`src/inc/pio_route_pkg.sv`:
```
package pio_route_pkg;

    localparam int          ADDR_W          = 44;
    localparam int          ROPE_W          = 3;
    localparam int          NUM_ROPES       = 8;
    localparam logic [15:0] DISP_LO         = 16'h03B0;
    localparam logic [15:0] DISP_HI         = 16'h03DF;
    localparam logic [9:0]  DISP_ALIAS_LO   = 10'h3B0;
    localparam logic [9:0]  DISP_ALIAS_HI   = 10'h3DF;
    localparam int          PORT_SEL_LSB    = 13;
    localparam int          DENSE_SEL_LSB   = 16;
    localparam int          DENSE_WIN_LSB   = 20;
    localparam int          FB_AREA_LSB     = 17;
    localparam logic [43:0] FB_BASE         = 44'h000000A0000;
    localparam int          HI_PORT_LSB     = 26;
    localparam int          HI_PAGE_LSB     = 12;
    localparam logic [43:0] LOW_DIST_TOP    = 44'h000FE000000;
    localparam logic [43:0] FOUR_GB         = 44'h00100000000;
    localparam int          SEL_LSB_W       = 6;

    typedef enum logic [2:0] {
        KIND_NONE,
        KIND_MEM,
        KIND_PORT,
        KIND_MEM_LOW
    } fwd_kind_t;

endpackage : pio_route_pkg

```
`src/logic/pio_rope_address_router.sv`:
```
`timescale 1ns/1ps
`default_nettype none
// What this block does
// - High window is one distributed range; low 64MB per share may be port space.
// - Enabled high window claims writes and forwards to the owning rope.
// - Remap option zeroes address bits 43:32 of high-window accesses, keeping the low 32 bits.
// - Port transactions claimed only while port distribution enable is set, except display ports 0x3B0-0x3DF with display enable set.
// - Display ports 0x3B0-0x3DF go to display rope before other checks.
// - Ten-bit display aliases follow display rope unless alias inhibit set.
// - Otherwise enabled directed port range routes to its programmed rope.
// - Otherwise port bits 15:13 select rope, 8KB each.
// - Combined ropes deliver member distributed addresses to primary rope.
// - Processor port-space writes are non-posted in every case.
// - Dense 1MB low window is port space, bits 18:16 pick rope, no display.
// - Next megabyte holds eight 128K display frame-buffer areas, one per rope.
// - Low 64MB of high share becomes non-posted port access, 4KB page to 4 bytes.
// - Directed ranges beat the distributed range where they overlap.
// - Low distributed window by base and size; rope bits start at select lsb.
// - Low distributed window stops below the top region of 4GB.
// - Two directed low ranges, each with base, size and target rope.
// - Display port range follows display routing controls for port transactions only, not in dense or high-window port space.
// - Display enable set claims display addresses; clear leaves them to port distribution, unclaimed while that is off.
module pio_rope_address_router
    import pio_route_pkg::*;
(
    input  wire logic                 mclk_i,
    input  wire logic                 arst_n_i,
    input  wire logic                 clk_en_i,
    input  wire logic                 req_valid_i,
    input  wire logic                 req_is_port_i,
    input  wire logic                 req_write_i,
    input  wire logic [ADDR_W-1:0]    req_addr_i,
    input  wire logic                 port_distribution_enable_reg_i,
    input  wire logic                 disp_route_en_i,
    input  wire logic                 disp_alias_inhibit_i,
    input  wire logic [ROPE_W-1:0]    disp_route_rope_i,
    input  wire logic                 dir_port_en_i,
    input  wire logic [15:0]          dir_port_base_i,
    input  wire logic [15:0]          dir_port_size_i,
    input  wire logic [ROPE_W-1:0]    dir_port_rope_i,
    input  wire logic                 low_dist_en_i,
    input  wire logic [ADDR_W-1:0]    low_distributed_base_i,
    input  wire logic [ADDR_W-1:0]    low_distributed_size_i,
    input  wire logic [SEL_LSB_W-1:0] low_distributed_select_i,
    input  wire logic [1:0]           low_dir_en_i,
    input  wire logic [ADDR_W-1:0]    low_directed_base0_i,
    input  wire logic [ADDR_W-1:0]    low_directed_size0_i,
    input  wire logic [ROPE_W-1:0]    low_directed_target0_i,
    input  wire logic [ADDR_W-1:0]    low_directed_base1_i,
    input  wire logic [ADDR_W-1:0]    low_directed_size1_i,
    input  wire logic [ROPE_W-1:0]    low_directed_target1_i,
    input  wire logic                 dense_port_en_i,
    input  wire logic [ADDR_W-1:0]    dense_port_base_i,
    input  wire logic                 fb_win_en_i,
    input  wire logic                 high_win_en_i,
    input  wire logic [ADDR_W-1:0]    high_win_base_i,
    input  wire logic [ADDR_W-1:0]    high_win_size_i,
    input  wire logic [SEL_LSB_W-1:0] high_win_select_i,
    input  wire logic                 high_port_en_i,
    input  wire logic [NUM_ROPES-1:0] high_remap_i,
    input  wire logic [NUM_ROPES-1:0] rope_width2_i,
    input  wire logic [NUM_ROPES-1:0] rope_width4_i,
    output logic                      claim_o,
    output logic [ROPE_W-1:0]         rope_o,
    output logic [2:0]                kind_o,
    output logic                      nonposted_o,
    output logic [ADDR_W-1:0]         fwd_addr_o
);

    logic                 dir_hit0;
    logic                 dir_hit1;
    logic                 dist_hit;
    logic                 high_hit;
    logic                 dir_port_hit;
    logic                 dense_hit;
    logic                 fb_hit;
    logic [ADDR_W-1:0]    low_rel;
    logic [ADDR_W-1:0]    high_rel;
    logic [ADDR_W-1:0]    low_sh;
    logic [ADDR_W-1:0]    high_sh;
    logic [ROPE_W-1:0]    dist_rope;
    logic [ROPE_W-1:0]    high_rope;
    logic                 high_low64;
    logic [15:0]          port;
    logic                 disp_exact;
    logic                 disp_alias;
    logic                 claim_nxt;
    logic [ROPE_W-1:0]    rope_nxt;
    logic [ROPE_W-1:0]    rope_pre;
    fwd_kind_t            kind_nxt;
    logic                 np_nxt;
    logic [ADDR_W-1:0]    addr_nxt;
    logic                 do_combine;

    range_hit #(.W(ADDR_W)) u_dir0 (
        .addr_i (req_addr_i),
        .base_i (low_directed_base0_i),
        .size_i (low_directed_size0_i),
        .en_i   (low_dir_en_i[0]),
        .hit_o  (dir_hit0)
    );

    range_hit #(.W(ADDR_W)) u_dir1 (
        .addr_i (req_addr_i),
        .base_i (low_directed_base1_i),
        .size_i (low_directed_size1_i),
        .en_i   (low_dir_en_i[1]),
        .hit_o  (dir_hit1)
    );

    range_hit #(.W(ADDR_W)) u_dist (
        .addr_i (req_addr_i),
        .base_i (low_distributed_base_i),
        .size_i (low_distributed_size_i),
        .en_i   (low_dist_en_i && (req_addr_i < LOW_DIST_TOP)),
        .hit_o  (dist_hit)
    );

    range_hit #(.W(ADDR_W)) u_high (
        .addr_i (req_addr_i),
        .base_i (high_win_base_i),
        .size_i (high_win_size_i),
        .en_i   (high_win_en_i && (req_addr_i >= FOUR_GB)),
        .hit_o  (high_hit)
    );

    range_hit #(.W(16)) u_dport (
        .addr_i (port),
        .base_i (dir_port_base_i),
        .size_i (dir_port_size_i),
        .en_i   (dir_port_en_i),
        .hit_o  (dir_port_hit)
    );

    assign port       = req_addr_i[15:0];
    assign dense_hit  = dense_port_en_i
                      && (req_addr_i[ADDR_W-1:DENSE_WIN_LSB]
                          == dense_port_base_i[ADDR_W-1:DENSE_WIN_LSB]);
    assign fb_hit     = fb_win_en_i && (req_addr_i[ADDR_W-1:DENSE_WIN_LSB]
                          == (dense_port_base_i[ADDR_W-1:DENSE_WIN_LSB] + 1'b1));
    assign low_rel    = req_addr_i - low_distributed_base_i;
    assign high_rel   = req_addr_i - high_win_base_i;
    assign low_sh     = low_rel >> low_distributed_select_i;
    assign high_sh    = high_rel >> high_win_select_i;
    assign dist_rope  = low_sh[ROPE_W-1:0];
    assign high_rope  = high_sh[ROPE_W-1:0];
    assign high_low64 = high_port_en_i
                      && ((high_rel & ((44'h1 << high_win_select_i) - 44'h1))
                          < (44'h1 << HI_PORT_LSB));
    assign disp_exact = (port >= DISP_LO) && (port <= DISP_HI);
    assign disp_alias = (port[9:0] >= DISP_ALIAS_LO)
                      && (port[9:0] <= DISP_ALIAS_HI);

    always_comb
    begin
        claim_nxt  = 1'b0;
        rope_pre   = '0;
        kind_nxt   = KIND_NONE;
        np_nxt     = 1'b0;
        addr_nxt   = req_addr_i;
        do_combine = 1'b0;
        if (req_valid_i && req_is_port_i)
        begin
            if (port_distribution_enable_reg_i)
            begin
                claim_nxt = 1'b1;
                kind_nxt  = KIND_PORT;
                np_nxt    = 1'b1;
                addr_nxt  = {{(ADDR_W-16){1'b0}}, port};
                if (disp_route_en_i && disp_exact)
                    rope_pre = disp_route_rope_i;
                else if (disp_route_en_i && !disp_alias_inhibit_i && disp_alias)
                    rope_pre = disp_route_rope_i;
                else if (dir_port_hit)
                    rope_pre = dir_port_rope_i;
                else
                begin
                    rope_pre   = port[PORT_SEL_LSB+ROPE_W-1:PORT_SEL_LSB];
                    do_combine = 1'b1;
                end
            end
            else if (disp_route_en_i && disp_exact)
            begin
                claim_nxt = 1'b1;
                kind_nxt  = KIND_PORT;
                np_nxt    = 1'b1;
                rope_pre  = disp_route_rope_i;
                addr_nxt  = {{(ADDR_W-16){1'b0}}, port};
            end
        end
        else if (req_valid_i)
        begin
            if (dense_hit)
            begin
                claim_nxt = 1'b1;
                kind_nxt  = KIND_PORT;
                np_nxt    = 1'b1;
                rope_pre  = req_addr_i[DENSE_SEL_LSB+ROPE_W-1:DENSE_SEL_LSB];
                addr_nxt  = {{(ADDR_W-16){1'b0}}, port};
            end
            else if (fb_hit)
            begin
                claim_nxt = 1'b1;
                kind_nxt  = KIND_MEM_LOW;
                rope_pre  = req_addr_i[FB_AREA_LSB+ROPE_W-1:FB_AREA_LSB];
                addr_nxt  = FB_BASE | {27'h0, req_addr_i[FB_AREA_LSB-1:0]};
            end
            else if (dir_hit0)
            begin
                claim_nxt = 1'b1;
                kind_nxt  = KIND_MEM;
                rope_pre  = low_directed_target0_i;
            end
            else if (dir_hit1)
            begin
                claim_nxt = 1'b1;
                kind_nxt  = KIND_MEM;
                rope_pre  = low_directed_target1_i;
            end
            else if (dist_hit)
            begin
                claim_nxt  = 1'b1;
                kind_nxt   = KIND_MEM;
                rope_pre   = dist_rope;
                do_combine = 1'b1;
            end
            else if (high_hit)
            begin
                claim_nxt  = 1'b1;
                rope_pre   = high_rope;
                do_combine = 1'b1;
                if (high_low64)
                begin
                    kind_nxt = KIND_PORT;
                    np_nxt   = 1'b1;
                    addr_nxt = {{(ADDR_W-16){1'b0}},
                                req_addr_i[HI_PORT_LSB-1:HI_PAGE_LSB],
                                req_addr_i[1:0]};
                end
                else if (high_remap_i[high_rope])
                begin
                    kind_nxt = KIND_MEM_LOW;
                    addr_nxt = {{(ADDR_W-32){1'b0}}, req_addr_i[31:0]};
                end
                else
                    kind_nxt = KIND_MEM;
            end
        end
    end

    // Member ropes of a combined group fold onto the primary
    always_comb
    begin
        rope_nxt = rope_pre;
        if (do_combine)
        begin
            if (rope_width4_i[{rope_pre[2], 2'b00}])
                rope_nxt = {rope_pre[2], 2'b00};
            else if (rope_width2_i[{rope_pre[2:1], 1'b0}])
                rope_nxt = {rope_pre[2:1], 1'b0};
        end
    end

    // Claim flag
    always_ff @(posedge mclk_i or negedge arst_n_i)
    begin
        if (!arst_n_i)
            claim_o <= 1'b0;
        else if (clk_en_i)
            claim_o <= claim_nxt;
    end

    // Destination rope
    always_ff @(posedge mclk_i or negedge arst_n_i)
    begin
        if (!arst_n_i)
            rope_o <= '0;
        else if (clk_en_i)
            rope_o <= rope_nxt;
    end

    // Forwarded transaction kind
    always_ff @(posedge mclk_i or negedge arst_n_i)
    begin
        if (!arst_n_i)
            kind_o <= 3'h0;
        else if (clk_en_i)
            kind_o <= kind_nxt;
    end

    // Non-posted marker
    always_ff @(posedge mclk_i or negedge arst_n_i)
    begin
        if (!arst_n_i)
            nonposted_o <= 1'b0;
        else if (clk_en_i)
            nonposted_o <= np_nxt;
    end

    // Forwarded address
    always_ff @(posedge mclk_i or negedge arst_n_i)
    begin
        if (!arst_n_i)
            fwd_addr_o <= '0;
        else if (clk_en_i)
            fwd_addr_o <= addr_nxt;
    end

endmodule : pio_rope_address_router
`default_nettype wire

```
`src/logic/range_hit.sv`:
```
`timescale 1ns/1ps
`default_nettype none
module range_hit
    import pio_route_pkg::*;
#(
    parameter int W = 44
)(
    input  wire logic [W-1:0] addr_i,
    input  wire logic [W-1:0] base_i,
    input  wire logic [W-1:0] size_i,
    input  wire logic         en_i,
    output logic              hit_o
);
    // Size holds ones on the bits that are ignored inside the range
    assign hit_o = en_i && (((addr_i ^ base_i) & ~size_i) == '0);
endmodule : range_hit
`default_nettype wire

```
`config.mk`:
```
export PLATFORM = sky130hd
export DESIGN_NAME = pio_rope_address_router
export DESIGN_NICKNAME = d
export VERILOG_FILES = /design/src/inc/pio_route_pkg.sv /design/src/logic/pio_rope_address_router.sv /design/src/logic/range_hit.sv
export SDC_FILE = /design/constraint.sdc
export NUM_CORES = 1
export LEC_CHECK = 0
export ABC_AREA = 1
export BUFFER_PORTS_ARGS = -buffer_cell sky130_fd_sc_hd__buf_2
export CORE_AREA = 2 2 230 232
export CTS_CLUSTER_DIAMETER = 80
export CTS_CLUSTER_SIZE = 16
export DETAILED_ROUTE_END_ITERATION = 12
export DIE_AREA = 0 0 232 234
export GPL_ROUTABILITY_DRIVEN = 0
export PLACE_DENSITY = 0.68
export SLEW_MARGIN = 25
export SYNTH_ARGS = -nofsm -noshare
export SYNTH_HDL_FRONTEND = slang
export SYNTH_SLANG_ARGS = --single-unit
```
`constraint.sdc`:
```
create_clock -name mclk_i -period 1 [get_ports mclk_i]
set_input_delay 0 -clock mclk_i [delete_from_list [all_inputs] [get_ports mclk_i]]
set_output_delay 0 -clock mclk_i [all_outputs]
set_load 0.02 [all_outputs]
```
==> results, run 1 <==
- The total power of the final layout is 20.04 mW.
- The run finished, with violations left.
- Buffers inserted during clock tree synthesis total 5.
- For this run, the post-layout net count is 5217.
- The insertion delay of the later-clocked pin in the worst-skew pair is 0.30 ns.
- The die covers 54290 um^2.
- The count of flip-flops with a built-in enable after synthesis is 0.
- Global routing used 60.92% of the available met2 tracks.
- After floorplanning, the core was divided into 84 placement rows.
- Setup repair after global routing could not meet its margin everywhere.
- The number of antenna violations at the first check in global routing is 23.
- The share of post-route cells with drive strength above 1 is 36.61%.
- In this run the worst path has a maximum fanout of 13.
- The netlist uses 68 different library cells.
- Counting every net in the synthesized netlist gives 4065.
- The worst relative slew slack is 62.75%.
- The highest achievable clock rate is around 350 MHz.
- The power per cell area is slightly above 700 nW/um^2.
- The path category of the worst min-delay check is input port to flip-flop.
- In the post-synthesis netlist, the biggest area contributors are nand2_1, inv_1, nand3_1.
- The Yosys warning count is 0.
- STA puts the critical path data required time at between 1 and 1.5 ns.
- After global routing the overflow that remains totals 0.
- The global routing stage identified its most utilized layer as met2.
- The effective utilization at floorplan is 32.99%.
- The share of synthesized flip-flops with an asynchronous set or reset is 100.0%.
- The total DRC errors in the routed layout is 0.
- For this design the top-level I/O count stands at 589.
- In the routed layout, each cell is associated on average with a via count of 5.389.
- The deepest clock path buffer count is 2.
- The final period utilization is 284.7%.
- Wires add up to 109.7 mm.
- The first-pass GRT wire length is 156.4 mm.
- Input and output buffers added on the ports amount to 556.
- The sequential cell area fraction in the yosys report is under 10%.
- Across the whole layout, storage elements account for 1276 um^2.
- The tool flagged a number of max-cap violations equal to 0.
- The via count is 28561.
- After detailed routing, the average wire length per cell comes to 20.70 um.
- The iteration count of the initial detailed-routing pass is 6.
- The via count of the first global-routing pass was 26634.
- The startpoint identified for the worst register-to-register timing path is fwd_addr_o[0].
- The final hold slack is 0.09107 ns.
- The maximum resistive drop on vdd is slightly above 0.0006 V.
- The antenna violation net count after detailed routing is 0.
- In this run the cell area measured after placement is 25560 um^2.
- The post-layout minimum cycle time is 2.847 ns.
- The clock transition at the registers of the reported paths is 0.07 ns.
- The fraction of synthesized cell area taken by the top area cell type is 24.32%.
- At the pin with the least slew margin, the transition time is about 0.55 ns.
- The dominant cell type by area after synthesis is nand2_1.
- The CTS tree is yes.
- The worst-case reg-to-reg path depth is 2.
- The root buffer cell is clkbuf_16.
- The analysis attributes to cell leakage a power of 15.52 nW.
- For this run, the total global-route usage over all layers was measured as between 30% and 40%.
- The area of the core region is roughly 52000 um^2.
- The register bit total from synthesis is 51.
- The commonest register cell after synthesis is dfrtp_1.
- The kind of critical path is input port to flip-flop.
- The height of the chip is between 200 and 250 um.
- For this run, the number of standard cells in the final layout without fillers is 5300.
- The count of final max-slew check failures is 0.
- Once routing completed, OpenROAD measured the worst setup slack at -1.847 ns.
- Counting every sink on the clock net gives between 50 and 60.
- The H-tree generated during clock tree synthesis spans 2 levels.
- The minimum setup slack among reg-to-reg paths is ~0.22 ns.
- The critical path starts at req_addr_i[0].
- The wire-length estimate of the detail-placed layout is 91.89 mm.
- Summing all multi-input logic gate instances after layout gives roughly 16000 um^2.
- The commonest cells after synthesis are nand2_1, inv_1, nor2_1.
- Measured on the finished design, the core utilization comes to 54.15%.
- Setup violations remaining at the end of the flow were counted as 50.
- For met3 alone, demand over resource in global routing was roughly 8.6%.
- The detailed router finished its first iteration with 3770 violations.
- The maximum number of pins on one net before global-route repair is 52.
- The worst slack at placement is -2.386 ns.
- The data arrival at the endpoint of the critical path is 3.03 ns.
- The fill cell instance count of the final layout is roughly 5200.
- Measured along the x axis, the die boundary spans 232 um.
- The number of hold violations in the final report is 0.
- The final reports fail on setup timing.
- The synthesized instance count is 3439.
- The post-layout instance area is roughly 28000 um^2.
- The number of instances in the placed design is 5242.
- The mapped netlist covers 17160 um^2.
- The met1 routing resource usage after global routing is 46.44%.
- The most critical setup path has its endpoint at fwd_addr_o[37].
- The endpoint type of the worst setup path is a flip-flop.
- The area growth from synthesis to layout is 64.15%.
- For the final routed database, the setup TNS stands at -84.11 ns.
- The mean area per synthesized cell is 4.991 um^2.
- The setup clock skew after layout is 0 ns.
- Yosys instantiated no cell more often than nand2_1.
- STA classifies the critical path startpoint as an input port.
- The terminus of the critical flop-to-flop path is fwd_addr_o[0].
-- sequential cells by signal, indices dropped and copies added, names as in the netlist --
register / cells
fwd_addr_o: 44
nonposted_o: 1
rope_o: 3
kind_o: 2
claim_o: 1
-- cells by family after synthesis --
logic type	share of synthesized area, %
adder cells (fa/ha/maj)	6.576
AO/OA/AOI/OAI	12.97
other	0.02185
AND/OR/NAND/NOR	54.51
XOR/XNOR	3.980
buffers and inverters	14.51
flip-flops	7.436
-- cell type report --
| type | count | area share, % |
|---|---|---|
| multi-input combinational | 2737 | 55.22 |
| antenna | 20 | 0.1776 |
| timing repair inverter | 1 | 0.02665 |
| clock inverter | 3 | 0.07106 |
| tap | 688 | 3.055 |
| clock buffer | 5 | 0.4441 |
| inverter | 575 | 7.750 |
| sequential | 51 | 4.530 |
| timing repair buffer | 1220 | 28.72 |
-- where the power goes --
group / switching [mW] / internal (mW)
logic: 9.24 / 6.63
registers: 0.147 / 2.25
clock network: 0.848 / 0.926
-- what timing repair did --
item | 4_1_cts | 5_1_grt
hold endpoints to repair | 51 | 0
pin swaps | 37 | 51
gates cloned | 1 | 0
endpoints found under the setup margin | 49 | 50
hold buffers | 1 | 0
resized for setup | 269 | 212
setup buffers | 15 | 14
-- worst min-delay path by stage --
stage	from	endpoint	depth (start not counted)
2_1_floorplan	arst_n_i	claim_o	0
3_3_place_gp	arst_n_i	fwd_addr_o[21]	2
3_5_place_dp	arst_n_i	fwd_addr_o[21]	2
4_1_cts	rope_width2_i[6]	rope_o[0]	6
5_1_grt	rope_width4_i[4]	rope_o[1]	6
6_report	rope_width4_i[4]	rope_o[1]	6
-- critical path, cell delays in order --
cell	delay (ns)
buf_12	0.11
inv_12	0.08
ha_4	0.14
inv_4	0.03
fa_2	0.37
nand2_1	0.10
nand3_2	0.11
nand2_1	0.10
nand3_2	0.08
buf_4	0.16
xor2_2	0.13
or2_2	0.13
nand3_1	0.07
o21ai_0	0.15
o21ai_1	0.13
nor2_2	0.26
nand2_2	0.14
a21oi_1	0.12
o21ai_1	0.08
nand3_1	0.08
nand4_2	0.14
buf_12	0.17
nand3_1	0.07
nand2_1	0.05
-- routing by layer --
metal	vias to the layer above	wire, um
li1	13346	-
met5	-	44
met3	450	12980
met1	12711	41010
met4	6	8759
met2	2048	46920
-- placed cells by master, fill, tap and decap left out, types with 11 or more instances in the layout --
cell / Yosys / layout
a21oi_1: 160 / 127
a21oi_2: 1 / 34
buf_12: 0 / 16
buf_2: 16 / 528
buf_4: 3 / 651
clkbuf_4: 0 / 12
dfrtp_1: 51 / 51
diode_2: 0 / 20
ha_1: 87 / 12
ha_4: 0 / 70
inv_1: 566 / 551
inv_2: 7 / 18
nand2_1: 1112 / 1015
nand2_2: 9 / 98
nand3_1: 367 / 308
nand3_2: 5 / 54
nand3_4: 1 / 11
nand3b_1: 18 / 18
nand4_1: 72 / 72
nor2_1: 453 / 386
nor2_2: 5 / 58
nor2_4: 7 / 21
nor3_1: 26 / 21
nor4_1: 52 / 43
o211ai_1: 17 / 17
o21ai_0: 119 / 81
o21ai_1: 18 / 50
o22ai_1: 14 / 14
or2_2: 24 / 24
xnor2_1: 38 / 37
xor2_1: 40 / 35
Power figures use the tool's default switching activity.
==> inputs of run 2 (changes only) <==
--- a/config.mk
+++ b/config.mk
@@ -7,5 +7,4 @@
 export LEC_CHECK = 0
 export ABC_AREA = 1
-export BUFFER_PORTS_ARGS = -buffer_cell sky130_fd_sc_hd__buf_2
 export CORE_AREA = 2 2 230 232
 export CTS_CLUSTER_DIAMETER = 80
@@ -13,6 +12,7 @@
 export DETAILED_ROUTE_END_ITERATION = 12
 export DIE_AREA = 0 0 232 234
+export DONT_BUFFER_PORTS = 1
 export GPL_ROUTABILITY_DRIVEN = 0
-export PLACE_DENSITY = 0.68
+export PLACE_DENSITY = 0.58
 export SLEW_MARGIN = 25
 export SYNTH_ARGS = -nofsm -noshare
==> constraint.sdc (replaced) <==
create_clock -name mclk_i -period 1 [get_ports mclk_i]
set_input_delay 0 -clock mclk_i [delete_from_list [all_inputs] [get_ports mclk_i]]
set_output_delay 0 -clock mclk_i [all_outputs]
set_load 0.05 [all_outputs]
==> run 2 against run 1 <==
The run ends with hold timing, setup timing left. First-iteration DRC count fell by 14%. Sequential power barely moved. Flip-flop and latch count did not move. Die area did not move. Clock power rose by 3%. Fmax fell by 0.15%. Final cell count fell by 11%. Global-route usage rose by 0.93 points. Via count fell by 7.7%. Utilization fell by 6.6 points. Clock skew did not move. Register-to-register slack improved by 0.06 ns. Highest routed layer unchanged.
==> results, run 2 (synthesis results as in run 1) <==
- Setup repair after global routing could not meet its margin everywhere.
- The data arrival at the endpoint of the critical path is 3.09 ns.
- The clock reaches the later pin of the worst-skew pair after 0.29 ns.
- Leaving out fill and tap cells, the most frequent cell in the layout is nand2_1.
- The detailed router finished its first iteration with 3226 violations.
- Across all register-to-register paths, the minimum setup slack is 0.28 ns.
- The required time at the worst-slack endpoint is 1.24 ns.
- The total routing usage reported by global routing is 39.31%.
- The count of final max-slew check failures is 0.
- The filler cells instantiated in the layout total roughly 5600.
- Port buffering added 0 buffers.
- Measured in cells, the most critical reg-to-reg path has a length of 1.
- From bottom edge to top edge, the die measures 234 um.
- The reg-to-reg startpoint is fwd_addr_o[18].
- At the end of the flow the core is filled with cells to between 40% and 50%.
- The H-tree depth is 2.
- Setup violations remaining at the end of the flow were counted as 49.
- The tightest min-delay check is of the input port to async pin type.
- For this run, the slowest stage of the critical path takes 0.42 ns.
- After clock tree synthesis, the clock-pin slew on the worst setup and hold paths is 0.08 ns.
- The number of antenna violations at the first check in global routing came to 20.
- The first global-routing pass estimated 156.3 mm of wire.
- The critical path in this run is classified as input port to flip-flop.
- The total of hold buffers inserted after clock tree synthesis is 45.
- The leakage power total is 13.16 nW.
- The worst path uses 285.1% of the clock period.
- The final reports fail on hold timing, setup timing.
- Headroom to the max-slew limit came out at 63.90%.
- The via count of the first global-routing pass is 24317.
- The cell with the largest stage delay on the worst path is fa_2.
- The setup clock skew after layout is 0 ns.
- Ranked by flip-flop count, first place goes to fwd_addr_o.
- The floorplan step defined a die boundary enclosing 54290 um^2.
- The number of violations of the max-capacitance limit is 0.
- The post-layout minimum cycle time is roughly 2.9 ns.
- The power per cell area is between 700 and 800 nW/um^2.
- The flip-flop count of the largest register after layout is 44.
- The worst setup path is launched from an input port.
- The iteration count of the initial detailed-routing pass is 9.
- The number of hold violations in the final report is a little over 50.
- For this design, the sink count on the clock tree is 51.
- Entering global routing, the biggest net connects 52 pins.
- The instance area at placement is 22360 um^2.
- The die is 232 um wide.
- Summing over every cut layer, the via total after detailed routing is approximately 26000.
- The CTS tree is yes.
- The flow ran to the end, but the final reports show violations.
- After detailed routing, the number of remaining DRC violations is 0.
- In the routed layout, each cell is associated on average with a via count of 5.569.
- The library cells used most frequently in the layout, excluding fill and tap cells, are nand2_1, buf_4, inv_1.
- The setup slack after layout is -1.851 ns.
- The total congestion overflow is 0.
- The post-layout instance area is 24750 um^2.
- After floorplanning, the core was divided into 84 placement rows.
- The highest achievable clock rate is 350.8 MHz.
- The deepest clock path buffer count is 2.
- The final-stage net count is 4660.
- In the final routed layout, each cell accounts on average for 23.59 um.
- The count of nets left with antenna violations once routing finished came out at 0.
- The endpoint type of the worst setup path is a flip-flop.
- The most numerous cell on the critical path is nand2_1.
- The terminus of the critical flop-to-flop path is fwd_addr_o[18].
- The detailed-placement wirelength estimate is between 80 and 90 mm.
- The maximum fanout along the worst path is 6.
- The final hold slack is -0.6105 ns.
- The total wire length after detailed routing is between 100 and 150 mm.
- Once the floorplan was initialized, standard cells occupied around 33% of the core.
- The growth of design area from synthesis to finish is 44.19%.
- The slew at the pin closest to its max-slew limit is about 0.54 ns.
- The number of buffers created by CTS is 5.
- The area of the core region is 52020 um^2.
- 589 I/O pins were placed.
- In the final layout, the registers with the most flip-flops are fwd_addr_o: 44 flops, rope_o: 3 flops, kind_o: 2 flops.
- The maximum resistive drop on vdd is 0.0007942 V.
- In the final layout, the share of cells above drive strength 1 is 25.13%.
- The root buffer cell chosen for the clock tree is clkbuf_16.
-- run 2: cell count changes in the layout (fill, tap and decap cells not counted), sizes merged --
cell         previous run  this run
clkinv                  3         5
buf                  1207       617
clkbuf                 17         6
diode                  20        11
clkinvlp                3         5
a21boi                  4         5
inv                   573       569
dlygate4sd3             1        44
-- run 2: metal layers --
metal | vias up | global-route usage [%] | share of wire (%)
met5 | - | 0 | 0.097
met4 | 10 | 23.36 | 7.3
met3 | 381 | 11.39 | 13
met2 | 1912 | 61.56 | 42
met1 | 11835 | 47.79 | 37
li1 | 12227 | - | -
-- run 2: layout make-up --
class | count | area, um^2 | area share, %
multi-input cells | 2738 | 15030 | 60.75
diodes | 11 | 27.53 | 0.1112
inverters | 575 | 2201 | 8.893
repair inverters | 1 | 6.256 | 0.02528
flip-flops and latches | 51 | 1276 | 5.157
repair buffers | 662 | 5187 | 20.96
well taps | 688 | 860.8 | 3.478
clock buffers | 5 | 125.1 | 0.5056
clock inverters | 3 | 28.78 | 0.1163
-- run 2: what timing repair did --
action | CTS | global route
setup buffers | 5 | 15
hold endpoints to repair | 99 | 51
gates resized for setup | 85 | 275
cloned | 1 | 2
pin swaps | 11 | 64
setup endpoints to repair | 49 | 49
-- run 2: worst max path at each step --
stage,cells past startpoint,to,start
after global routing,30,fwd_addr_o[40],high_win_base_i[11]
after detailed placement,29,rope_o[0],low_distributed_base_i[6]
after global placement,27,rope_o[0],low_distributed_base_i[10]
final,33,rope_o[0],req_addr_i[0]
after CTS,26,fwd_addr_o[33],high_win_base_i[5]
after floorplan,24,fwd_addr_o[43],req_addr_i[0]
-- run 2: power by group --
group | internal (mW) | total (mW) | leakage (nW) | switching [mW]
clock network | 0.958 | 1.83 | 0.0760 | 0.870
registers | 2.25 | 2.41 | 0.622 | 0.160
logic | 5.75 | 14.0 | 12.5 | 8.23
total | 8.96 | 18.2 | 13.2 | 9.26
-- run 2: worst max-delay path: cells and delay by family --
| kind | cells | cell delay (ns) |
|---|---|---|
| simple gates | 24 | 1.88 |
| buf+inv | 5 | 0.41 |
| compound gates | 2 | 0.23 |
| fa+ha+maj | 2 | 0.56 |
-- run 2: stage by stage --
step           std cells  power [mW]  setup TNS, ns  worst slack (ns)
6_report            4734       18.22         -83.80            -1.851
5_1_grt             4731       19.35         -92.79            -2.046
4_1_cts             4706       16.99         -81.82            -1.726
3_5_place_dp        4647       14.60        -104.48            -2.213
3_3_place_gp        4647       14.52        -103.93            -2.216
2_1_floorplan       3439       9.701         -70.53            -1.619
